$ cat config.mk
export PLATFORM = sky130hd
export DESIGN_NAME = sfsr_top
export DESIGN_NICKNAME = d
export VERILOG_FILES = /design/src/logic/sfsr_pkg.sv /design/src/logic/sfsr_pin_if.sv /design/src/logic/sfsr_top.sv /design/src/logic/sfsr_sync.sv
export SDC_FILE = /design/constraint.sdc
export NUM_CORES = 1
export LEC_CHECK = 0
export BUFFER_PORTS_ARGS = -buffer_cell sky130_fd_sc_hd__buf_2
export CORE_ASPECT_RATIO = 0.75
export CORE_MARGIN = 2
export CORE_UTILIZATION = 55
export CTS_CLUSTER_SIZE = 10
export DETAILED_ROUTE_END_ITERATION = 8
export GPL_TIMING_DRIVEN = 0
export PLACE_DENSITY = 0.83
export SYNTH_ARGS = -nofsm -noshare
export SYNTH_HDL_FRONTEND = slang
export SYNTH_SLANG_ARGS = --single-unit
$ cat constraint.sdc
create_clock -name clock_in -period 2.1 [get_ports clock_in]
set_clock_uncertainty 0.05 [all_clocks]
set_input_delay 0.21 -clock clock_in [delete_from_list [all_inputs] [get_ports clock_in]]
set_output_delay 0.21 -clock clock_in [all_outputs]
set_load 0.02 [all_outputs]
$ cat src/logic/sfsr_pkg.sv
// constants and types for the fixed spi status response block
package sfsr_pkg;
  localparam int          CMD_W          = 2;
  localparam int          ADDR_W         = 5;
  localparam int          STATUS_W       = 16;
  localparam int          BYTE_BITS      = 8;
  localparam int          SRC_W          = 9;
  localparam int          KIND_N         = 3;
  localparam int          CNT_W          = 5;
  localparam logic [1:0]  CMD_READ_A     = 2'h0;
  localparam logic [1:0]  CMD_WRITE      = 2'h1;
  localparam logic [1:0]  CMD_READ_B     = 2'h3;
  // frame layout: command then register address, msb first
  localparam int          CMD_MSB        = 15;
  localparam int          ADDR_MSB       = 13;
  // flag-register addresses whose read clears the event flags
  localparam logic [4:0]  ADDR_INT_FLAGS = 5'h1C;
  localparam logic [4:0]  ADDR_WU_FLAGS  = 5'h1D;
  localparam logic [4:0]  ADDR_RST_FLAGS = 5'h1E;
  // event kinds
  localparam int          KIND_INT       = 0;
  localparam int          KIND_WU        = 1;
  localparam int          KIND_RST       = 2;
  // source positions inside an event vector
  localparam int          SRC_VREG0      = 0;
  localparam int          SRC_VREG1      = 1;
  localparam int          SRC_IO0        = 2;
  localparam int          SRC_IO1        = 3;
  localparam int          SRC_LIN_CHANNEL_ONE_SOURCE       = 4;
  localparam int          SRC_LIN_CHANNEL_TWO_SOURCE       = 5;
  localparam int          SRC_CANLOC     = 6;
  localparam int          SRC_CANBUS     = 7;
  localparam int          SRC_SAFE       = 8;
  localparam logic [15:0] STATUS_RST     = 16'h0000;
  localparam logic [8:0]  PEND_RST       = 9'h000;
  typedef enum logic [1:0] {
    SFSR_IDLE  = 2'b00,
    SFSR_SHIFT = 2'b01,
    SFSR_DONE  = 2'b11
  } sfsr_state_e;
  typedef logic [STATUS_W-1:0] sfsr_word_t;
endpackage : sfsr_pkg

$ cat src/logic/sfsr_pin_if.sv
// synchronised spi pin levels passed from the synchroniser to the core
`timescale 1ns/10ps
`default_nettype none
interface sfsr_pin_if;
  logic sclk;
  logic cs_n;
  logic mosi;
  modport producer (output sclk, output cs_n, output mosi);
  modport consumer (input sclk, input cs_n, input mosi);
endinterface : sfsr_pin_if
`default_nettype wire

$ cat src/logic/sfsr_top.sv
// spi status responder: event flags, status word and miso shifting
`timescale 1ns/10ps
`default_nettype none
module sfsr_top
  import sfsr_pkg::*;
#(
  parameter int FRAME_BITS = 16
) (
  input  wire logic                clock_in,
  input  wire logic                resetn_in,
  input  wire logic                ce_in,
  input  wire logic                sclk_in,
  input  wire logic                cs_n_in,
  input  wire logic                mosi_in,
  output logic                     miso_out,
  output logic                     miso_oe_n_out,
  input  wire logic [SRC_W-1:0]    int_event_in,
  input  wire logic [SRC_W-1:0]    wake_event_in,
  input  wire logic [SRC_W-1:0]    reset_event_in,
  output logic [STATUS_W-1:0]      status_word_out,
  output logic                     frame_done_out,
  output logic [CMD_W-1:0]         frame_cmd_out,
  output logic [ADDR_W-1:0]        frame_addr_out
);
  // the bit counter must reach a full frame, and a frame must carry exactly one status word
  if (FRAME_BITS != STATUS_W || FRAME_BITS >= (1 << CNT_W)) begin : g_frame_bits_bad
    $error("sfsr_top: FRAME_BITS must equal the status word width");
  end

  sfsr_pin_if pins ();

  sfsr_sync u_sync (
    .clock_in  (clock_in),
    .resetn_in (resetn_in),
    .ce_in     (ce_in),
    .sclk_in   (sclk_in),
    .cs_n_in   (cs_n_in),
    .mosi_in   (mosi_in),
    .pins      (pins)
  );

  sfsr_state_e            state_q;
  logic                   sclk_prev_q;
  logic                   cs_prev_q;
  logic [CNT_W-1:0]       bit_cnt_q;
  logic [STATUS_W-1:0]    rx_q;
  sfsr_word_t             tx_q;
  logic                   write_q;
  logic [SRC_W-1:0]       pend_q [KIND_N];
  logic [SRC_W-1:0]       clr_mask [KIND_N];
  logic [SRC_W-1:0]       evt [KIND_N];
  sfsr_word_t             status_d;
  logic                   sclk_rise;
  logic                   sclk_fall;
  logic                   cs_fall;
  logic                   cs_rise;
  logic [CMD_W-1:0]       cmd;
  logic [ADDR_W-1:0]      addr;
  logic                   cmd_is_read;

  // edges are found on the synchronised pins, so every reaction lags the pin by about three clocks
  assign sclk_rise = pins.sclk & ~sclk_prev_q;
  assign sclk_fall = ~pins.sclk & sclk_prev_q;
  assign cs_fall   = ~pins.cs_n & cs_prev_q;
  assign cs_rise   = pins.cs_n & ~cs_prev_q;
  // command and address sit at the top of the received frame
  assign cmd       = rx_q[CMD_MSB -: CMD_W];
  assign addr      = rx_q[ADDR_MSB -: ADDR_W];
  assign cmd_is_read = (cmd == CMD_READ_A) || (cmd == CMD_READ_B);
  assign evt[KIND_INT] = int_event_in;
  assign evt[KIND_WU]  = wake_event_in;
  assign evt[KIND_RST] = reset_event_in;

  // builds the response word from the pending flags
  function automatic sfsr_word_t build_status(input logic [SRC_W-1:0] p [KIND_N]);
    logic [SRC_W-1:0] any;
    any = p[KIND_INT] | p[KIND_WU] | p[KIND_RST];
    build_status = {
      |p[KIND_INT],
      |p[KIND_WU],
      |p[KIND_RST],
      any[SRC_CANBUS] | any[SRC_CANLOC],
      any[SRC_LIN_CHANNEL_TWO_SOURCE] | any[SRC_LIN_CHANNEL_ONE_SOURCE],
      any[SRC_IO1] | any[SRC_IO0],
      any[SRC_SAFE],
      any[SRC_VREG1] | any[SRC_VREG0],
      any[SRC_CANBUS], any[SRC_CANLOC],
      any[SRC_LIN_CHANNEL_TWO_SOURCE], any[SRC_LIN_CHANNEL_ONE_SOURCE],
      any[SRC_IO1], any[SRC_IO0],
      any[SRC_VREG1], any[SRC_VREG0]
    };
  endfunction : build_status

  always_comb begin
    status_d = build_status(pend_q);
  end

  // only a complete read frame addressed at a flag register clears that kind
  always_comb begin
    for (int k = 0; k < KIND_N; k++) begin
      clr_mask[k] = '0;
    end
    if (state_q == SFSR_DONE && cmd_is_read) begin
      if (addr == ADDR_INT_FLAGS) clr_mask[KIND_INT] = '1;
      if (addr == ADDR_WU_FLAGS)  clr_mask[KIND_WU]  = '1;
      if (addr == ADDR_RST_FLAGS) clr_mask[KIND_RST] = '1;
    end
  end

  // an event in the clearing cycle survives: set wins over clear
  // flags are kept per kind and source, so clearing one kind leaves the others pending
  always_ff @(posedge clock_in or negedge resetn_in) begin
    if (!resetn_in) begin
      for (int k = 0; k < KIND_N; k++) begin
        pend_q[k] <= PEND_RST;
      end
    end else if (ce_in) begin
      for (int k = 0; k < KIND_N; k++) begin
        pend_q[k] <= (pend_q[k] & ~clr_mask[k]) | evt[k];
      end
    end
  end

  always_ff @(posedge clock_in or negedge resetn_in) begin
    if (!resetn_in) begin
      sclk_prev_q <= 1'b0;
      cs_prev_q   <= 1'b1;
    end else if (ce_in) begin
      sclk_prev_q <= pins.sclk;
      cs_prev_q   <= pins.cs_n;
    end
  end

  // frame sequencer; a frame shorter than FRAME_BITS is dropped without effect, a longer one saturates the count and is taken
  always_ff @(posedge clock_in or negedge resetn_in) begin
    if (!resetn_in) begin
      state_q <= SFSR_IDLE;
    end else if (ce_in) begin
      case (state_q)
        SFSR_IDLE: begin
          if (cs_fall) state_q <= SFSR_SHIFT;
        end
        SFSR_SHIFT: begin
          if (cs_rise) begin
            state_q <= (bit_cnt_q == CNT_W'(FRAME_BITS)) ? SFSR_DONE : SFSR_IDLE;
          end
        end
        SFSR_DONE: begin
          state_q <= SFSR_IDLE;
        end
        default: begin
          state_q <= SFSR_IDLE;
        end
      endcase
    end
  end

  // mosi is taken on the falling sclk edge
  // the command code is known after two bits, which fixes the reply length early
  always_ff @(posedge clock_in or negedge resetn_in) begin
    if (!resetn_in) begin
      rx_q      <= '0;
      bit_cnt_q <= '0;
      write_q   <= 1'b0;
    end else if (ce_in) begin
      if (state_q == SFSR_IDLE && cs_fall) begin
        bit_cnt_q <= '0;
        write_q   <= 1'b0;
      end else if (state_q == SFSR_SHIFT && sclk_fall && !pins.cs_n) begin
        rx_q <= {rx_q[STATUS_W-2:0], pins.mosi};
        if (bit_cnt_q != CNT_W'(FRAME_BITS)) bit_cnt_q <= bit_cnt_q + CNT_W'(1);
        if (bit_cnt_q == CNT_W'(CMD_W - 1)) begin
          write_q <= ({rx_q[0], pins.mosi} == CMD_WRITE);
        end
      end
    end
  end

  // snapshot at frame start keeps the word stable while it shifts out
  // bit 15 stands from frame start; every sclk rise, the first included, moves on one bit
  always_ff @(posedge clock_in or negedge resetn_in) begin
    if (!resetn_in) begin
      tx_q <= STATUS_RST;
    end else if (ce_in) begin
      if (state_q == SFSR_IDLE && cs_fall) begin
        tx_q <= status_d;
      end else if (state_q == SFSR_SHIFT && sclk_rise) begin
        tx_q <= {tx_q[STATUS_W-2:0], 1'b0};
      end
    end
  end

  // after the first byte a read frame sends zeros: only a write frame shifts out all 16 status bits
  // the line is released between frames, so a host sees no stale bit there
  always_ff @(posedge clock_in or negedge resetn_in) begin
    if (!resetn_in) begin
      miso_out      <= 1'b0;
      miso_oe_n_out <= 1'b1;
    end else if (ce_in) begin
      miso_oe_n_out <= ~(state_q == SFSR_SHIFT && !pins.cs_n);
      miso_out      <= (state_q == SFSR_SHIFT) && tx_q[STATUS_W-1] &&
                       ((bit_cnt_q < CNT_W'(BYTE_BITS)) || write_q);
    end
  end

  always_ff @(posedge clock_in or negedge resetn_in) begin
    if (!resetn_in) begin
      status_word_out <= STATUS_RST;
      frame_done_out  <= 1'b0;
      frame_cmd_out   <= '0;
      frame_addr_out  <= '0;
    end else if (ce_in) begin
      status_word_out <= status_d;
      frame_done_out  <= (state_q == SFSR_DONE);
      if (state_q == SFSR_DONE) begin
        frame_cmd_out  <= cmd;
        frame_addr_out <= addr;
      end
    end
  end
endmodule : sfsr_top
`default_nettype wire

$ cat src/logic/sfsr_sync.sv
// two-flop synchronisers for the spi pins
`timescale 1ns/10ps
`default_nettype none
module sfsr_sync (
  input  wire logic      clock_in,
  input  wire logic      resetn_in,
  input  wire logic      ce_in,
  input  wire logic      sclk_in,
  input  wire logic      cs_n_in,
  input  wire logic      mosi_in,
  sfsr_pin_if.producer   pins
);
  logic [2:0] meta_q;
  logic [2:0] sync_q;

  // chip select idles high so a reset does not look like a frame start
  always_ff @(posedge clock_in or negedge resetn_in) begin
    if (!resetn_in) begin
      meta_q <= 3'h2;
      sync_q <= 3'h2;
    end else if (ce_in) begin
      meta_q <= {mosi_in, cs_n_in, sclk_in};
      sync_q <= meta_q;
    end
  end

  assign pins.sclk = sync_q[0];
  assign pins.cs_n = sync_q[1];
  assign pins.mosi = sync_q[2];
endmodule : sfsr_sync
`default_nettype wire

Word-level counts from Yosys, hierarchy flattened

Cells that the tools add are included.

Flip-flop bits (word level): 101
Bits in latches: 0
RAM bits: 0
ROM bits: 0
Input bits: 33
Output and inout bits: 26
Logic and storage cells: 99
Memories kept: 0

$add $sub $neg: 1
$mul: 0
Divide/modulo/power cells: 0
$lt $le $gt $ge: 1
Equal/unequal tests: 12
Shift operators: 0
Mux-type cells: 16
Bitwise operators: 25
Reduce and logical (&&, ||, !) cells: 26

Operators with widths:

| operator              | count |
|---|---|
| $or A9 B9 Y9          | 5 |
| $mux W16              | 2 |
| $and A9 B9 Y9         | 3 |
| $mux W27              | 1 |
| $mux W9               | 3 |
| $not A9 Y9            | 3 |
| $reduce_or A9 Y1      | 3 |
| $eq A5 B5 Y1 const B  | 4 |
| $mux W5               | 3 |
| $reduce_and A3 Y1     | 4 |
| $logic_and A1 B1 Y1   | 8 |
| $reduce_bool A2 Y1    | 4 |
| $mux W2               | 3 |
| $not A1 Y1            | 6 |
| $add A5 B1 Y5 const B | 1 |
| $eq A5 B1 Y1 const B  | 1 |
| $lt A5 B4 Y1 const B  | 1 |
| $ne A5 B5 Y1 const B  | 1 |
| $and A1 B1 Y1         | 4 |
| $eq A2 B1 Y1 const B  | 2 |
| $eq A2 B2 Y1 const B  | 2 |
| $logic_not A2 Y1      | 2 |
| $ne A2 B2 Y1 const B  | 2 |
| $or A1 B1 Y1          | 4 |
| other kinds (5)       | 9 |

Logic depth before layout (Yosys ltp)

Depth after elaboration: 7
Gate-level depth with buffers: 7
Gate-level depth less buffers: 6

Modules after synthesis

From an unflattened synthesis, not the netlist that was laid out.

Cells, all modules: 357
Area total of the unflattened synthesis: 4252.8 µm²

Modules (own cells, without submodules):

| module    | times used | cells an instance | area each (µm²) | sequential area each (µm²) |
|---|---|---|---|---|
| sfsr_top  | 1          | 344               | 3998.8          | 2379.8 |
| sfsr_sync | 1          | 13                | 254.0           | 152.6 |

Worst setup path before layout

OpenSTA, ideal clock, no wires.

Path type: register to register
From: register state_q[1]
To: register bit_cnt_q[0]
Setup time: 125 ps
Data arrival time: 1572 ps
Data required time: 1925 ps
Path slack: 354 ps
Stages on the path, launching flop included: 6
Buffers on the path: 2
Period minus slack after synthesis: 1746 ps
Path through: dfrtp_1 > buf_6 > or4b_1 > buf_4 > a21o_1 > mux2_2

Cells in the longest elaborated chain, start to end: 5

RTL lines:

| item                              | RTL line        | RTL |
|---|---|---|
| start, declared                   | sfsr_top.sv:42  | `sfsr_state_e state_q;` |
| start signal, assigned            | sfsr_top.sv:145 | `state_q <= (bit_cnt_q == CNT_W'(FRAME_BITS)) ? SFSR_DONE : SFSR_IDLE;` |
| $eq A2 B1 Y1                      | sfsr_top.sv:169 | `end else if (state_q == SFSR_SHIFT && sclk_fall && !pins.cs_n) begin` |
| $logic_and A1 B1 Y1 (2 in series) | sfsr_top.sv:169 |  |
| $reduce_bool A2 Y1 (no line)      | -               |  |
| $reduce_and A3 Y1 (no line)       | -               |  |
| end signal, assigned              | sfsr_top.sv:171 | `if (bit_cnt_q != CNT_W'(FRAME_BITS)) bit_cnt_q <= bit_cnt_q + CNT_W'(1);` |
| end, declared                     | sfsr_top.sv:45  | `logic [CNT_W-1:0] bit_cnt_q;` |

Several ways; a longest one is shown, not always the timed one.
A chain may end at the register's enable or synchronous reset.

Worst setup path after layout

From: register bit_cnt_q[1]
To: register bit_cnt_q[0]

Cells in the longest elaborated chain, start to end: 3

RTL lines:

| item                         | RTL line |
|---|---|
| $ne A5 B5 Y1                 | sfsr_top.sv:171 |
| $reduce_bool A2 Y1 (no line) | - |
| $reduce_and A3 Y1 (no line)  | - |

No other way between the ends.

==> results.py <==
metrics = {
    "status": {
        "status": "complete, no violations",
    },
    "die": {
        "die_h_um": 79.9,
        "core_area_mm2": 0.00740,
        "initial_utilization_pct": 57.0,
        "die_area_mm2": 0.00840,
        "num_rows": 27,
        "die_w_um": 105,
        "io_pins": 59,
    },
    "synthesis": {
        "synth_nets": 392,
        "synth_area_mm2": 0.00422,
        "ys_seq_area_share_pct": 60.0,
        "synth_cell_type_count": 48,
        "syn_inst": 356,
        "ys_seq_elements": 101,
        "syn_avg_cell_area_um2": 11.9,
        "yosys_warnings": 0,
    },
    "route": {
        "drtPass1Iterations": 5,
        "routedWlPerCell_um": 16.9,
        "initialDrtViolationCount": 243,
        "antenna_left": 0,
        "avgViaCountPerCell": 5.85,
        "drc": 0,
        "wl_um": 9210,
        "via_count": 3194,
    },
    "worst_setup_path": {
        "critical_path.top_delay_family": "simple AND/OR/NAND/NOR gates",
        "crit_path_top_delay_cell": "nor4bb_1",
        "cp-end-kind": "flop",
        "critPathArrivalTime_ns": 2.17,
        "path_buf_inv": 1,
        "crit_required_ns": 2.32,
        "cp_max_fo": 4,
        "cpPeakStageDelay_ns": 0.55,
        "worstPathCellList": "inv_1, ha_1, nor4bb_1, nand3b_1, nor2_1, mux2_2",
        "start_kind": "flop",
        "critical_path_class": "flop to flop",
    },
    "timing": {
        "worst_pin_slew_ns": 0.659,
        "layout_min_cycle_time_ns": 1.95,
        "setup-violations-final": 0,
        "fin_crit_sh_pct": 92.8,
        "hold_viol": 0,
        "max_freq_mhz": 513,
        "slew_viol_final": 0,
        "rsz0062_at_grt": "false",
        "tns_ns": 0,
        "max_slew_margin_pct": 55.8,
    },
    "final_layout": {
        "drive_gt1_share_pct": 28.1,
        "area_delta_synth_final_pct": 18.9,
        "layout_commonest_cell": "dfrtp_1",
        "nets": 476,
        "layout_common_cells": "97 x dfrtp_1, 60 x buf_2, 31 x nor2_1, 30 x mux2_2, 28 x a22o_1",
        "postLayoutCellArea_mm2": 0.00502,
        "antenna_cells": 0,
    },
    "global_route": {
        "overflow": 0,
        "grtUsageTotal_pct": 23.5,
        "grt_max_degree": 56,
        "grt_pass1_vias": 3127,
        "antenna_found_initial": 0,
        "grt_pass1_wl_um": 15100,
    },
    "pwr": {
        "comb_power_share_pct": 18.0,
        "power_leakage_nw": 2.21,
        "seqPwrFrac_pct": 52.8,
        "p_per_area_mw_per_mm2": 866,
        "power_mw": 4.35,
        "pwr-share-clk_pct": 29.2,
        "internal-power_mw": 3.12,
        "ir_drop_uv": 615,
        "swShare_pct": 28.3,
        "switchingPower_mw": 1.23,
    },
    "clock_network": {
        "cts-resized-gates": 0,
        "cts_tree": "built",
        "clk_pin_slew_ns": 0.09,
        "cts_buffers": 9,
        "cts.path.max_buffers": 2,
        "insertion_delay_ns": 0.38,
        "cts.sinks": 101,
        "root_buffer": "clkbuf_8",
        "cts_max_level": 3,
    },
    "run": {
        "max_cap_viol_count": 0,
    },
    "place": {
        "gp_congestion": 0.847,
        "io_buffers": 57,
        "placed_area_mm2": 0.00466,
        "hpwl_um": 6440,
    },
    "hold_path": {
        "hold_class": "input port to flop",
    },
}
[state kept, by name, indices dropped and copies added (netlist names)]
name / flops
frame_cmd_out: 2
pend_q: 27
bit_cnt_q: 5
tx_q: 16
frame_done_out: 1
write_q: 1
miso_oe_n_out: 1
status_word_out: 16
sclk_prev_q: 1
frame_addr_out: 5
rx_q: 16
state_q: 2
miso_out: 1
u_sync.meta_q: 3
u_sync.sync_q: 3
cs_prev_q: 1
[worst register-to-register path: cells and delay by family, from the launching register on]
family        cells  cell delay, ns
fa+ha+maj         1            0.14
simple gates      3            0.88
buf+inv           1            0.09
flops             1            0.42
mux               1            0.26
[routing by layer]
layer / share of wire [%] / vias to the layer above / track usage [%]
met5: 0 / - / 0
met4: 1.9 / 0 / 9.60
met3: 6.9 / 15 / 5.80
met2: 47 / 102 / 37.0
met1: 44 / 1598 / 31.5
li1: - / 1479 / -
[area by class of cell]
cell class	instances	area, µm²
fillers	547	2380
inverters	6	22.5
plain buffers	21	110
flip-flops and latches	101	2530
repair buffers	73	460
clock inverters	5	58.8
well taps	101	126
multi-input cells	228	1560
clock buffers	11	151
[power by group through the flow]
stage / Combinational (mW) / Clock (mW) / Sequential [mW]
global route: 0.896 / 1.38 / 2.31
floorplan: 0.533 / 0 / 2.30
finish: 0.782 / 1.27 / 2.29
global placement: 0.715 / 0 / 2.31
CTS: 0.768 / 1.30 / 2.29
detailed placement: 0.749 / 0 / 2.33
[final timing paths]
path / depth (start not counted) / slack [ns] / startpoint / endpoint
max: 6 / 0.15 / bit_cnt_q[1] / bit_cnt_q[0]
max in group asynchronous: 3 / 0.95 / resetn_in / u_sync.meta_q[1]
min in group asynchronous: 2 / 0.32 / resetn_in / pend_q[15]
max reg2reg: 6 / 0.15 / bit_cnt_q[1] / bit_cnt_q[0]
min: 2 / 0.007 / wake_event_in[3] / pend_q[12]
min reg2reg: 2 / 0.45 / tx_q[13] / tx_q[13]
[stage by stage]
step | utilization, % | hold WS [ns] | worst slack, ns | std cells
2_1_floorplan | - | -0.136 | 0.354 | 356
3_3_place_gp | 62.6 | 0.383 | -0.218 | 514
6_report | 67.8 | 0.00670 | 0.151 | 546
3_5_place_dp | 63.0 | 0.212 | 0.134 | 515
5_1_grt | 67.8 | 0.00407 | 0.00728 | 546
4_1_cts | 67.2 | 0.000397 | 0.121 | 541
[cell families (layout without fill, tap and decap cells)]
kind of cell               after synthesis  count (layout)  synth area share (%)
xor gates and xnor gates                 1               1                 0.208
muxes                                   30              30                  8.00
DFF                                    101             101                  60.0
adders and majority gates                3               3                 0.890
AOI/OAI and AO/OA                       99              99                  15.5
buffers and inverters                   27             116                  3.14
and+or+nand+nor                         95              95                  12.2
[repair_timing]
action	in CTS	in global routing
hold buffers	10	3
setup buffers	0	2
endpoints found under the setup margin	0	12
endpoints found under the hold margin	54	3
[cell usage after synthesis (all sizes together)]
library cell	number	area (µm²)
a31oi	6	37.5
a21oi	27	135
inv	6	22.5
o2bb2ai	1	8.76
a22o	28	245
or4	1	7.51
nand2b	1	6.26
nor3	13	70.1
a41oi	3	26.3
nand4b	1	8.76
dfrtp	97	2430
nor4bb	2	20.0
nand2	22	85.1
a32o	1	10.0
nor4b	2	32.5
mux2	30	338
nor4	3	18.8
or4b	1	10.0
nor2	31	116
nand3b	3	22.5
xor2	1	8.76
o211ai	1	7.51
o311ai	1	8.76
nand3	7	52.6
nand4	3	18.8
ha	3	37.5
clkbuf	9	33.8
dfstp	4	105
o41ai	3	26.3
nor2b	1	6.26
buf	12	76.3
and3	1	6.26
o31ai	1	7.51
nor3b	2	26.3
a221oi	1	8.76
a21o	1	7.51
o21ai	25	125
or3b	1	8.76
(Power assumes the default switching activity.)
